[src/design/sacw_pkg.sv]
// Purpose: Shared constants and types for the SAR converter control block
// Assumes: Byte-wide special-function register port, one 40 MHz clock
// Notes:   Every offset, field position, reset value and count lives here
package sacw_pkg;

    // ==========================================================
    // Register offsets
    localparam logic [7:0] ADDR_CONVERTER_CONFIG = 8'hbc;
    localparam logic [7:0] ADDR_RESULT_HIGH = 8'hbf;
    localparam logic [7:0] ADDR_RESULT_LOW = 8'hbe;
    localparam logic [7:0] ADDR_CONVERTER_CONTROL = 8'he8;
    localparam logic [7:0] ADDR_GREATER_LIMIT_LOW = 8'hc4;
    localparam logic [7:0] ADDR_GREATER_LIMIT_HIGH = 8'hc5;
    localparam logic [7:0] ADDR_LESS_LIMIT_LOW = 8'hc6;
    localparam logic [7:0] ADDR_LESS_LIMIT_HIGH = 8'hc7;

    // ==========================================================
    // Reset values
    localparam logic [7:0] RST_CONVERTER_CONFIG = 8'hf8;
    localparam logic [7:0] RST_CONVERTER_CONTROL = 8'h00;
    localparam logic [15:0] RST_RESULT = 16'h0000;
    localparam logic [15:0] RST_GREATER_LIMIT = 16'hffff;
    localparam logic [15:0] RST_LESS_LIMIT = 16'h0000;
    localparam logic [7:0] READ_UNMAPPED = 8'h00;

    // ==========================================================
    // Field positions
    localparam int CFG_DIV_LSB = 3;
    localparam int CFG_GAIN_LSB = 0;
    localparam int CTL_ENABLE = 7;
    localparam int CTL_LOW_POWER = 6;
    localparam int CTL_DONE = 5;
    localparam int CTL_BUSY = 4;
    localparam int CTL_SRC_LSB = 2;
    localparam int CTL_WINDOW = 1;
    localparam int CTL_LEFT = 0;

    // ==========================================================
    // Timing counts, in converter clocks
    localparam logic [4:0] TRACK_SAR_CLOCKS = 5'h03;
    localparam logic [4:0] CONVERT_SAR_CLOCKS = 5'h10;

    // ==========================================================
    // Start source codes
    typedef enum logic [1:0] {
        SRC_SOFTWARE = 2'h0,
        SRC_TIMER3 = 2'h1,
        SRC_EXTERNAL = 2'h2,
        SRC_TIMER2 = 2'h3
    } sacw_src_t;

    // Amplifier gain, decoded from the select code
    typedef enum logic [2:0] {
        GAIN_1 = 3'h0,
        GAIN_2 = 3'h1,
        GAIN_4 = 3'h2,
        GAIN_8 = 3'h3,
        GAIN_16 = 3'h4,
        GAIN_HALF = 3'h5
    } sacw_gain_t;

    // Conversion sequencer, one-hot
    typedef enum logic [2:0] {
        ST_IDLE = 3'h1,
        ST_TRACK = 3'h2,
        ST_CONVERT = 3'h4
    } sacw_state_t;

    // Control register fields
    typedef struct packed {
        logic converter_enable;
        logic low_power_track_select;
        logic conversion_done_flag;
        logic conversion_busy;
        sacw_src_t start_source_select;
        logic window_match_flag;
        logic left_justify_select;
    } sacw_ctrl_t;

    // Strobes toward the analog core
    typedef struct packed {
        logic powered;
        logic tracking;
        logic converting;
        logic sar_clk;
        sacw_gain_t gain;
    } sacw_core_t;

endpackage

[src/design/sacw_top.sv]
// Purpose: Control around a 10-bit successive-approximation converter
// Assumes: Timer overflows are one-cycle pulses on ref_clk; the core result
//          is stable when the last converter clock of a conversion ends
// Notes:   Reads return data one cycle after the read strobe
//
// Summary of operation
// - Converter clock is system clock over divider+1
// - Gain code maps to 1,2,4,8,16,0.5
// - Enable low keeps converter shut down
// - Normal mode tracks whenever not converting
// - Start source selects software, timers or pin
// - Low-power internal start tracks three converter clocks
// - Low-power pin mode tracks while pin low
// - Busy shows low-power track and conversion; its fall at conversion end sets done
// - Busy write starts only with software source
// - Done flag held until software clears it
// - Window flag held until software clears it
// - Right justify: sign-extend differential, else zeros
// - Left justify: low six bits read zero
// - Single-ended unsigned, differential two's-complement
// - Compare each result with both limit words
// - Inside window when greater below less
// - Compare justified word, signed for differential
`timescale 1ns/1ps
`default_nettype none

module sacw_top (
    // Clock and reset
    input wire logic ref_clk,
    input wire logic arst_n,
    // Special-function register port
    input wire logic [7:0] sfr_addr,
    input wire logic sfr_wr,
    input wire logic sfr_rd,
    input wire logic [7:0] sfr_wdata,
    output logic [7:0] sfr_rdata,
    // Start sources
    input wire logic timer3_overflow,
    input wire logic timer2_overflow,
    input wire logic external_convert_start,
    // Analog core
    input wire logic [9:0] core_result,
    input wire logic core_differential,
    output sacw_pkg::sacw_core_t core_ctl
);

    // ==========================================================
    // State
    logic [7:0] converter_config;
    sacw_pkg::sacw_ctrl_t converter_control;
    logic [15:0] result_word;
    logic [15:0] greater_limit;
    logic [15:0] less_limit;
    sacw_pkg::sacw_state_t state;
    logic [4:0] div_cnt;
    logic [4:0] sar_cnt;
    logic sar_clk;
    logic ext_s1;
    logic ext_s2;
    logic ext_s3;
    logic [7:0] rdata;

    logic [7:0] next_converter_config;
    sacw_pkg::sacw_ctrl_t next_converter_control;
    logic [15:0] next_result_word;
    logic [15:0] next_greater_limit;
    logic [15:0] next_less_limit;
    sacw_pkg::sacw_state_t next_state;
    logic [4:0] next_div_cnt;
    logic [4:0] next_sar_cnt;
    logic next_sar_clk;
    logic [7:0] next_rdata;

    // ==========================================================
    // Decoded helpers
    logic [4:0] divider;
    logic sar_tick;
    logic ext_rise;
    logic start_event;
    logic conv_end;
    logic [15:0] justified;
    logic window_hit;
    logic wr_ctl;

    assign divider = converter_config[7:sacw_pkg::CFG_DIV_LSB];
    assign sar_tick = (div_cnt == divider);
    assign ext_rise = ext_s2 && !ext_s3;
    assign wr_ctl = sfr_wr && (sfr_addr == sacw_pkg::ADDR_CONVERTER_CONTROL);
    assign conv_end = (state == sacw_pkg::ST_CONVERT) && sar_tick
        && (sar_cnt == sacw_pkg::CONVERT_SAR_CLOCKS - 5'h01);

    // Start event picked by the source field; other sources are ignored
    always_comb begin
        start_event = 1'b0;
        case (converter_control.start_source_select)
            sacw_pkg::SRC_SOFTWARE: start_event = wr_ctl && sfr_wdata[sacw_pkg::CTL_BUSY];
            sacw_pkg::SRC_TIMER3: start_event = timer3_overflow;
            sacw_pkg::SRC_EXTERNAL: start_event = ext_rise;
            sacw_pkg::SRC_TIMER2: start_event = timer2_overflow;
            default: start_event = 1'b0;
        endcase
    end

    // Justify the fresh code; differential codes extend their sign bit
    always_comb begin
        if (converter_control.left_justify_select) begin
            justified = {core_result, 6'h00};
        end else if (core_differential) begin
            justified = {{6{core_result[9]}}, core_result};
        end else begin
            justified = {6'h00, core_result};
        end
    end

    // Window test on the justified word; signed only for differential data
    always_comb begin
        logic gt_ok;
        logic lt_ok;
        logic lim_inv;
        gt_ok = 1'b0;
        lt_ok = 1'b0;
        lim_inv = 1'b0;
        if (core_differential) begin
            gt_ok = $signed(justified) > $signed(greater_limit);
            lt_ok = $signed(justified) < $signed(less_limit);
            lim_inv = $signed(greater_limit) < $signed(less_limit);
        end else begin
            gt_ok = justified > greater_limit;
            lt_ok = justified < less_limit;
            lim_inv = greater_limit < less_limit;
        end
        window_hit = lim_inv ? (gt_ok && lt_ok) : (gt_ok || lt_ok);
    end

    // ==========================================================
    // Converter clock divider, held at zero while shut down
    always_comb begin
        next_div_cnt = 5'h00;
        next_sar_clk = 1'b0;
        if (converter_control.converter_enable) begin
            next_div_cnt = sar_tick ? 5'h00 : div_cnt + 5'h01;
            next_sar_clk = (next_div_cnt <= {1'b0, divider[4:1]});
        end
    end

    // ==========================================================
    // Sequencer: idle, optional low-power track, then conversion
    always_comb begin
        next_state = state;
        next_sar_cnt = sar_cnt;
        case (state)
            sacw_pkg::ST_IDLE: begin
                next_sar_cnt = 5'h00;
                if (converter_control.converter_enable && start_event) begin
                    if (converter_control.low_power_track_select
                            && converter_control.start_source_select != sacw_pkg::SRC_EXTERNAL) begin
                        next_state = sacw_pkg::ST_TRACK;
                    end else begin
                        next_state = sacw_pkg::ST_CONVERT;
                    end
                end
            end
            sacw_pkg::ST_TRACK: begin
                if (sar_tick) begin
                    if (sar_cnt == sacw_pkg::TRACK_SAR_CLOCKS - 5'h01) begin
                        next_state = sacw_pkg::ST_CONVERT;
                        next_sar_cnt = 5'h00;
                    end else begin
                        next_sar_cnt = sar_cnt + 5'h01;
                    end
                end
            end
            sacw_pkg::ST_CONVERT: begin
                if (conv_end) begin
                    next_state = sacw_pkg::ST_IDLE;
                    next_sar_cnt = 5'h00;
                end else if (sar_tick) begin
                    next_sar_cnt = sar_cnt + 5'h01;
                end
            end
            default: begin
                next_state = sacw_pkg::ST_IDLE;
                next_sar_cnt = 5'h00;
            end
        endcase
        // Shutting down abandons a conversion without touching results
        if (!converter_control.converter_enable) begin
            next_state = sacw_pkg::ST_IDLE;
            next_sar_cnt = 5'h00;
        end
    end

    // ==========================================================
    // Register file writes and hardware flag updates
    always_comb begin
        next_converter_config = converter_config;
        next_converter_control = converter_control;
        next_result_word = result_word;
        next_greater_limit = greater_limit;
        next_less_limit = less_limit;
        if (sfr_wr) begin
            case (sfr_addr)
                sacw_pkg::ADDR_CONVERTER_CONFIG: next_converter_config = sfr_wdata;
                sacw_pkg::ADDR_RESULT_HIGH: next_result_word[15:8] = sfr_wdata;
                sacw_pkg::ADDR_RESULT_LOW: next_result_word[7:0] = sfr_wdata;
                sacw_pkg::ADDR_GREATER_LIMIT_HIGH: next_greater_limit[15:8] = sfr_wdata;
                sacw_pkg::ADDR_GREATER_LIMIT_LOW: next_greater_limit[7:0] = sfr_wdata;
                sacw_pkg::ADDR_LESS_LIMIT_HIGH: next_less_limit[15:8] = sfr_wdata;
                sacw_pkg::ADDR_LESS_LIMIT_LOW: next_less_limit[7:0] = sfr_wdata;
                sacw_pkg::ADDR_CONVERTER_CONTROL: begin
                    // Busy is not stored from the bus; a zero write does nothing
                    next_converter_control.converter_enable = sfr_wdata[sacw_pkg::CTL_ENABLE];
                    next_converter_control.low_power_track_select = sfr_wdata[sacw_pkg::CTL_LOW_POWER];
                    next_converter_control.conversion_done_flag = sfr_wdata[sacw_pkg::CTL_DONE];
                    next_converter_control.start_source_select =
                        sacw_pkg::sacw_src_t'(sfr_wdata[sacw_pkg::CTL_SRC_LSB +: 2]);
                    next_converter_control.window_match_flag = sfr_wdata[sacw_pkg::CTL_WINDOW];
                    next_converter_control.left_justify_select = sfr_wdata[sacw_pkg::CTL_LEFT];
                end
                default: begin
                end
            endcase
        end
        // Conversion end lands after bus writes so a set beats a same-cycle clear
        if (conv_end) begin
            next_result_word = justified;
            next_converter_control.conversion_done_flag = 1'b1;
            if (window_hit) begin
                next_converter_control.window_match_flag = 1'b1;
            end
        end
        next_converter_control.conversion_busy = (next_state != sacw_pkg::ST_IDLE);
    end

    // ==========================================================
    // Read data, registered one cycle after the strobe
    always_comb begin
        next_rdata = rdata;
        if (sfr_rd) begin
            case (sfr_addr)
                sacw_pkg::ADDR_CONVERTER_CONFIG: next_rdata = converter_config;
                sacw_pkg::ADDR_RESULT_HIGH: next_rdata = result_word[15:8];
                sacw_pkg::ADDR_RESULT_LOW: next_rdata = result_word[7:0];
                sacw_pkg::ADDR_GREATER_LIMIT_HIGH: next_rdata = greater_limit[15:8];
                sacw_pkg::ADDR_GREATER_LIMIT_LOW: next_rdata = greater_limit[7:0];
                sacw_pkg::ADDR_LESS_LIMIT_HIGH: next_rdata = less_limit[15:8];
                sacw_pkg::ADDR_LESS_LIMIT_LOW: next_rdata = less_limit[7:0];
                sacw_pkg::ADDR_CONVERTER_CONTROL: next_rdata = converter_control;
                default: next_rdata = sacw_pkg::READ_UNMAPPED;
            endcase
        end
    end

    // ==========================================================
    // Flip-flops
    always_ff @(posedge ref_clk or negedge arst_n) begin
        if (!arst_n) begin
            converter_config <= sacw_pkg::RST_CONVERTER_CONFIG;
            converter_control <= sacw_pkg::RST_CONVERTER_CONTROL;
            result_word <= sacw_pkg::RST_RESULT;
            greater_limit <= sacw_pkg::RST_GREATER_LIMIT;
            less_limit <= sacw_pkg::RST_LESS_LIMIT;
            state <= sacw_pkg::ST_IDLE;
            div_cnt <= 5'h00;
            sar_cnt <= 5'h00;
            sar_clk <= 1'b0;
            ext_s1 <= 1'b0;
            ext_s2 <= 1'b0;
            ext_s3 <= 1'b0;
            rdata <= 8'h00;
        end else begin
            converter_config <= next_converter_config;
            converter_control <= next_converter_control;
            result_word <= next_result_word;
            greater_limit <= next_greater_limit;
            less_limit <= next_less_limit;
            state <= next_state;
            div_cnt <= next_div_cnt;
            sar_cnt <= next_sar_cnt;
            sar_clk <= next_sar_clk;
            ext_s1 <= external_convert_start; // Pin is asynchronous
            ext_s2 <= ext_s1;
            ext_s3 <= ext_s2;
            rdata <= next_rdata;
        end
    end

    // ==========================================================
    // Outputs toward the analog core
    always_comb begin
        core_ctl.powered = converter_control.converter_enable;
        core_ctl.converting = (state == sacw_pkg::ST_CONVERT);
        core_ctl.sar_clk = sar_clk;
        if (!converter_control.converter_enable) begin
            core_ctl.tracking = 1'b0;
        end else if (!converter_control.low_power_track_select) begin
            core_ctl.tracking = (state != sacw_pkg::ST_CONVERT);
        end else if (converter_control.start_source_select == sacw_pkg::SRC_EXTERNAL) begin
            core_ctl.tracking = (state == sacw_pkg::ST_IDLE) && !ext_s2;
        end else begin
            core_ctl.tracking = (state == sacw_pkg::ST_TRACK);
        end
        // Both 10x and 11x collapse, the low bit is don't-care there
        case (converter_config[sacw_pkg::CFG_GAIN_LSB +: 3])
            3'h0: core_ctl.gain = sacw_pkg::GAIN_1;
            3'h1: core_ctl.gain = sacw_pkg::GAIN_2;
            3'h2: core_ctl.gain = sacw_pkg::GAIN_4;
            3'h3: core_ctl.gain = sacw_pkg::GAIN_8;
            3'h4, 3'h5: core_ctl.gain = sacw_pkg::GAIN_16;
            default: core_ctl.gain = sacw_pkg::GAIN_HALF;
        endcase
    end

    assign sfr_rdata = rdata;

endmodule

`default_nettype wire

[config.mk]
export PLATFORM = sky130hd
export DESIGN_NAME = sacw_top
export DESIGN_NICKNAME = d
export VERILOG_FILES = /design/src/design/sacw_pkg.sv /design/src/design/sacw_top.sv
export SDC_FILE = /design/constraint.sdc
export NUM_CORES = 1
export LEC_CHECK = 0
export ABC_AREA = 0
export ABC_CLOCK_PERIOD_IN_PS = 3200
export BUFFER_PORTS_ARGS = -buffer_cell sky130_fd_sc_hd__buf_2
export CORE_UTILIZATION = 61
export DETAILED_ROUTE_END_ITERATION = 16
export MAX_ROUTING_LAYER = met4
export PLACE_DENSITY = 0.82
export SYNTH_ARGS = -nofsm -noshare
export SYNTH_HDL_FRONTEND = slang
export SYNTH_SLANG_ARGS = --single-unit
[constraint.sdc]
create_clock -name ref_clk -period 3.2 [get_ports ref_clk]
set_input_delay 0.64 -clock ref_clk [delete_from_list [all_inputs] [get_ports ref_clk]]
set_output_delay 0.64 -clock ref_clk [all_outputs]
set_load 0.005 [all_outputs]
# == Yosys cells after proc, flatten, opt, wreduce, memory -nomap -nowiden ==
# Cells that the tools add are included.
# totals
regBits,89
inputBits,34
# op_classes
add_sub_neg,2
magnitude_cmp,7
n_eq_ne,27
n_mux,39
n_reduce_logical,29
# op_table
op,count
"8-bit == test, second input constant",8
16-bit < comparator,4
16-bit two-way mux,4
8-bit one-hot mux with 8 select lines,1
5-bit two-way mux,7
16-bit greater-than comparator,2
2-bit AND reduction,10
3-bit two-way mux,6
8-bit two-way mux,2
3-bit one-hot mux with 5 select lines,1
1-bit two-way mux,13
"5-bit by 1-bit adder with 5-bit output, second input constant",2
5-bit one-hot mux with 2 select lines,1
"3-bit by 2-bit == test with 1-bit output, second input constant",3
"3-bit == test, second input constant",3
1-bit logical AND,9
3-bit one-hot mux with 3 select lines,1
2-bit nonzero test,4
"3-bit by 1-bit == test with 1-bit output, second input constant",2
"3-bit inequality test, second input constant",2
"5-bit by 2-bit == test with 1-bit output, second input constant",1
"5-bit by 4-bit == test with 1-bit output, second input constant",1
5-bit == test,1
5-bit by 4-bit <= comparator with 1-bit output,1
12 further kinds,15

# == Longest topological paths before layout ==
# logic_depth
ltp_word,9
depth_mapped,12
mapped_depth_nobuf,11

# == Worst setup path after synthesis ==
# OpenSTA, ideal clock, no wires.
# synth_timing
path_kind,register to register
start,register converter_control[0] (netlist bit)
end,register converter_control[1] (netlist bit)
setup_time_ps,133
arrival_time_ps,2608
t_required_ps,3067
setup_slack_ps,459
path_stages_with_launch,13
period_less_slack_ps,2741
path_cell_list,dfrtp_1 clkbuf_1 clkbuf_1 nand2_1 nand2_1 ha_1 a21o_1 a21o_1 a221o_1 a211oi_1 a21oi_1 o311ai_0 nand3_1
# synth_rtl
item,line_no,text
start: declaration,sacw_top.sv:50,sacw_pkg::sacw_ctrl_t converter_control;
start signal: assignment,sacw_top.sv:259,converter_control <= sacw_pkg::RST_CONVERTER_CONTROL;
start signal: assignment,sacw_top.sv:273,converter_control <= next_converter_control;

==> run summary <==
After clock tree synthesis, the clock-pin slew on the worst setup and hold paths is 90 ps. The cell area after technology mapping came out at 0.00584 mm^2. The number of placed I/O pins is 49. Once layout is complete, the cells apart from fillers number 800. The count of vias placed by the detailed router is 5121. Among all flip-flop cells after synthesis, the most frequent one is sky130_fd_sc_hd__dfrtp_1. The data required time at the worst endpoint is 3440 ps.

The actual slew at the worst max-slew pin came out at 892 ps. STA classifies the critical path startpoint as a flip-flop. The floorplan die width came out at 99.9 um. The number of maximum-capacitance constraint violations came out at 0. Counting along the longest clock path gives a buffer depth of 2. The setup violation total in the final timing report is 0. STA puts the critical path data arrival time at 3080 ps. The die extent in y is 99.9 um. Routability-driven placement finished with a final weighted congestion of 1.02. The hold-fix buffer count after cts is 0. The synthesized area per cell is 9.47 um^2. The post-placement worst setup slack came out at 129 ps. The number of cells upsized or downsized after cts is 0.

Adding up every negative setup slack in the final design gives 0 ps. The CTS buffer count is 9. The global-route wire length before repair is 26.0 mm.

The final net count came out at 752. The post-detailed-route DRC marker count came out at 0. The combined area of the multi-input logic cells is 0.00329 mm^2.

Counting flops with a built-in enable in the synthesized netlist gives 0. The wire-length estimate of the detail-placed layout is 12.4 mm. The setup path with the least slack is of type flip-flop to flip-flop. The number of nets in the synthesized netlist came out at 703.

The final-report hold violation count is 0. The later pin in the worst-skew pair is clocked with a latency of 370 ps. The run finished with clean final reports.

The worst path uses 88.7% of the clock period. The number of DRC violations after detailed-routing iteration 0 came out at 440. Across the whole layout, storage elements account for 0.00225 mm^2. The first-pass detailed-route iteration total is 6. The area added between synthesis and finish came out at 11.1%. Yosys printed 0 warnings. The number of fill cells is 696. After floorplanning, the core was divided into 35 placement rows. The final routed wire length divided by cell count is 20.5 um. The worst hold path class is primary input to asynchronous set/reset pin. After global routing the overflow that remains totals 0. The async set-or-reset flop fraction in the synthesized netlist came out at 100%. The total setup buffers inserted after CTS came out at 0. The total count of max-transition violations in the final report came out at 0. The total number of H-tree levels is 3.

The worst path setup slack after routing came out at 360 ps. Headroom to the max-slew limit came out at 40.0%. For this configuration, the core starts out at a cell density of 63.2%. The combined global-route utilization of all metal layers is 35.9%.

Setup repair after global routing left no endpoint under its margin. After synthesis, the netlist uses 68 different library cells. The number of global-route vias before repair came out at 4860. The smallest clock period supported by the final layout is computed as 2840 ps. The synthesis-stage register bit count came out at 89. The number of cells in the design after placement came out at 784. The fraction of layout instances using a drive strength above 1 is 22.1%. The highest attainable clock frequency is 352 MHz.

The number of nets with antenna violations after routing came out at 0. The worst ir drop on vdd is 171 uV. After routing the design area is 0.00649 mm^2. The routed via count divided by cell count came out at 6.40. The routed design has 16.4 mm of wire. Entering global routing, the biggest net connects 47 pins. The number of sinks driven by the clock tree is 89.

Port buffering added 48 buffers. The cell count after synthesis came out at 617. The type of destination of the critical path is a flip-flop. The cell area after placement is 0.00628 mm^2. The share of the yosys chip area belonging to registers came out at 38.6%. The full die area came out at 0.00998 mm^2. TritonCTS built the clock tree. The clock tree root buffer cell is sky130_fd_sc_hd__clkbuf_8. Power spread over the standard cell area amounts to 390 mW/mm^2.

The setup skew after layout came out at 8.30 ps. The total inserted antenna cells is 0. The number of antenna violations at the first check in global routing was 0.

Along the worst path, the maximum fanout reaches 5. The core footprint is 0.00924 mm^2. The leakage power is 3.06 nW.
==> synthesized netlist by cell type (2+ instances only) <==
library cell / instances / share of area [%]
sky130_fd_sc_hd__o31ai_1: 4 / 0.51
sky130_fd_sc_hd__a221oi_1: 3 / 0.45
sky130_fd_sc_hd__dfstp_2: 22 / 9.9
sky130_fd_sc_hd__nor2_1: 30 / 1.9
sky130_fd_sc_hd__ha_1: 52 / 11
sky130_fd_sc_hd__a21o_1: 7 / 0.90
sky130_fd_sc_hd__o211ai_1: 2 / 0.26
sky130_fd_sc_hd__buf_1: 2 / 0.13
sky130_fd_sc_hd__nand2_1: 60 / 3.9
sky130_fd_sc_hd__mux2i_1: 24 / 4.1
sky130_fd_sc_hd__nand2b_1: 14 / 1.5
sky130_fd_sc_hd__buf_4: 2 / 0.26
sky130_fd_sc_hd__nand4_1: 5 / 0.54
sky130_fd_sc_hd__a2111oi_0: 2 / 0.30
sky130_fd_sc_hd__a21oi_1: 39 / 3.3
sky130_fd_sc_hd__clkbuf_1: 20 / 1.3
sky130_fd_sc_hd__or3_1: 2 / 0.21
sky130_fd_sc_hd__nor3_2: 3 / 0.51
sky130_fd_sc_hd__and4_1: 2 / 0.30
sky130_fd_sc_hd__dfrtp_1: 67 / 29
sky130_fd_sc_hd__xnor2_1: 5 / 0.75
sky130_fd_sc_hd__a211o_1: 3 / 0.45
sky130_fd_sc_hd__a22oi_1: 6 / 0.77
sky130_fd_sc_hd__buf_6: 2 / 0.39
sky130_fd_sc_hd__xor2_1: 5 / 0.75
sky130_fd_sc_hd__a221o_1: 3 / 0.51
sky130_fd_sc_hd__o21a_1: 9 / 1.2
sky130_fd_sc_hd__inv_1: 48 / 3.1
sky130_fd_sc_hd__a22o_1: 3 / 0.45
sky130_fd_sc_hd__mux2_2: 34 / 6.6
sky130_fd_sc_hd__a211oi_1: 3 / 0.39
sky130_fd_sc_hd__nor3_4: 2 / 0.56
sky130_fd_sc_hd__nor3_1: 10 / 0.86
sky130_fd_sc_hd__nor2b_1: 13 / 1.4
sky130_fd_sc_hd__nor4_1: 2 / 0.21
sky130_fd_sc_hd__and3_1: 4 / 0.43
sky130_fd_sc_hd__nand3_1: 22 / 1.9
sky130_fd_sc_hd__a31oi_1: 5 / 0.54
sky130_fd_sc_hd__o21ai_0: 38 / 3.3
sky130_fd_sc_hd__o22ai_1: 10 / 1.1
==> sequential cells by signal, summed over array words and instances, names as in the netlist, 3 cells and up <==
name,count
converter_config,8
converter_control,7
div_cnt,5
greater_limit,16
less_limit,16
result_word,16
sar_cnt,5
sfr_rdata,8
state,3
==> kinds of logic (layout without fill, tap and decap cells) <==
group / count (synthesis) / in the layout / share of synthesized area, %
buf+inv: 76 / 130 / 5.29
fa+ha+maj: 52 / 52 / 11.1
simple gates: 180 / 180 / 15.9
mux: 59 / 59 / 11.0
compound gates: 151 / 151 / 16.6
flops: 89 / 89 / 38.6
xor+xnor: 10 / 10 / 1.50
==> critical path: stages (launching register included) <==
cell and delay (ps):
sky130_fd_sc_hd__dfrtp_1 480, sky130_fd_sc_hd__nor2b_1 190, sky130_fd_sc_hd__nand2_1 160, sky130_fd_sc_hd__nand2_1 160
sky130_fd_sc_hd__ha_1 270, sky130_fd_sc_hd__a21o_1 180, sky130_fd_sc_hd__a21o_1 170, sky130_fd_sc_hd__a221o_1 290
sky130_fd_sc_hd__a211oi_1 240, sky130_fd_sc_hd__a21oi_1 130, sky130_fd_sc_hd__o311ai_0 340, sky130_fd_sc_hd__nand3_1 110
==> final timing paths <==
| path | startpoint | end | slack [ps] | depth (start not counted) |
|---|---|---|---|---|
| max | converter_control[0] | converter_control[1] | 360 | 11 |
| min | arst_n | div_cnt[3] | 270 | 1 |
| min in group ref_clk | ext_s1 | ext_s2 | 360 | 0 |
| max in group asynchronous | arst_n | greater_limit[12] | 2230 | 2 |
| min reg2reg | ext_s1 | ext_s2 | 360 | 0 |
| max reg2reg | converter_control[0] | converter_control[1] | 360 | 11 |
==> area by class of cell <==
cell class | instances | area share [%]
clock buffer | 13 | 2.60
clock inverter | 3 | 0.732
inverter | 49 | 2.83
multi-input combinational | 452 | 50.7
sequential | 89 | 34.7
tap | 129 | 2.49
timing repair buffer | 65 | 5.90
==> power by group <==
part / total, mW / leakage, nW / switching, mW / internal [mW]
Clock: 0.834 / 0.110 / 0.405 / 0.428
Combinational: 0.446 / 1.87 / 0.266 / 0.180
Sequential: 1.25 / 1.08 / 0.0558 / 1.19
Total: 2.53 / 3.06 / 0.727 / 1.80
==> layer usage <==
metal | wire [um] | vias up | share of wire, % | GRT usage, %
met4 | 801 | 0 | 4.9 | 18.4
met3 | 1120 | 62 | 6.8 | 5.22
met5 | 0 | - | 0 | -
met2 | 7820 | 260 | 48 | 58.3
li1 | - | 2307 | - | -
met1 | 6640 | 2492 | 41 | 43.8
==> metrics by stage <==
stage	hold slack, ps	util [%]	total power, mW
after floorplan	331	-	1.53
after global placement	343	67.9	1.69
after detailed placement	344	67.9	1.70
after CTS	287	70.3	2.51
after global routing	318	70.3	2.63
final	271	70.3	2.53
==> placed cells by master (no fill, tap or decap), types with 12 or more instances in the layout <==
| master | netlist | final |
|---|---|---|
| sky130_fd_sc_hd__a21oi_1 | 39 | 39 |
| sky130_fd_sc_hd__buf_2 | 1 | 47 |
| sky130_fd_sc_hd__buf_4 | 2 | 17 |
| sky130_fd_sc_hd__clkbuf_8 | 0 | 12 |
| sky130_fd_sc_hd__dfrtp_1 | 67 | 67 |
| sky130_fd_sc_hd__dfstp_2 | 22 | 22 |
| sky130_fd_sc_hd__ha_1 | 52 | 52 |
| sky130_fd_sc_hd__inv_1 | 48 | 48 |
| sky130_fd_sc_hd__mux2_2 | 34 | 34 |
| sky130_fd_sc_hd__mux2i_1 | 24 | 24 |
| sky130_fd_sc_hd__nand2_1 | 60 | 60 |
| sky130_fd_sc_hd__nand2b_1 | 14 | 14 |
| sky130_fd_sc_hd__nand3_1 | 22 | 22 |
| sky130_fd_sc_hd__nor2_1 | 30 | 30 |
| sky130_fd_sc_hd__nor2b_1 | 13 | 13 |
| sky130_fd_sc_hd__o21ai_0 | 38 | 38 |
(Power assumes the default switching activity.)
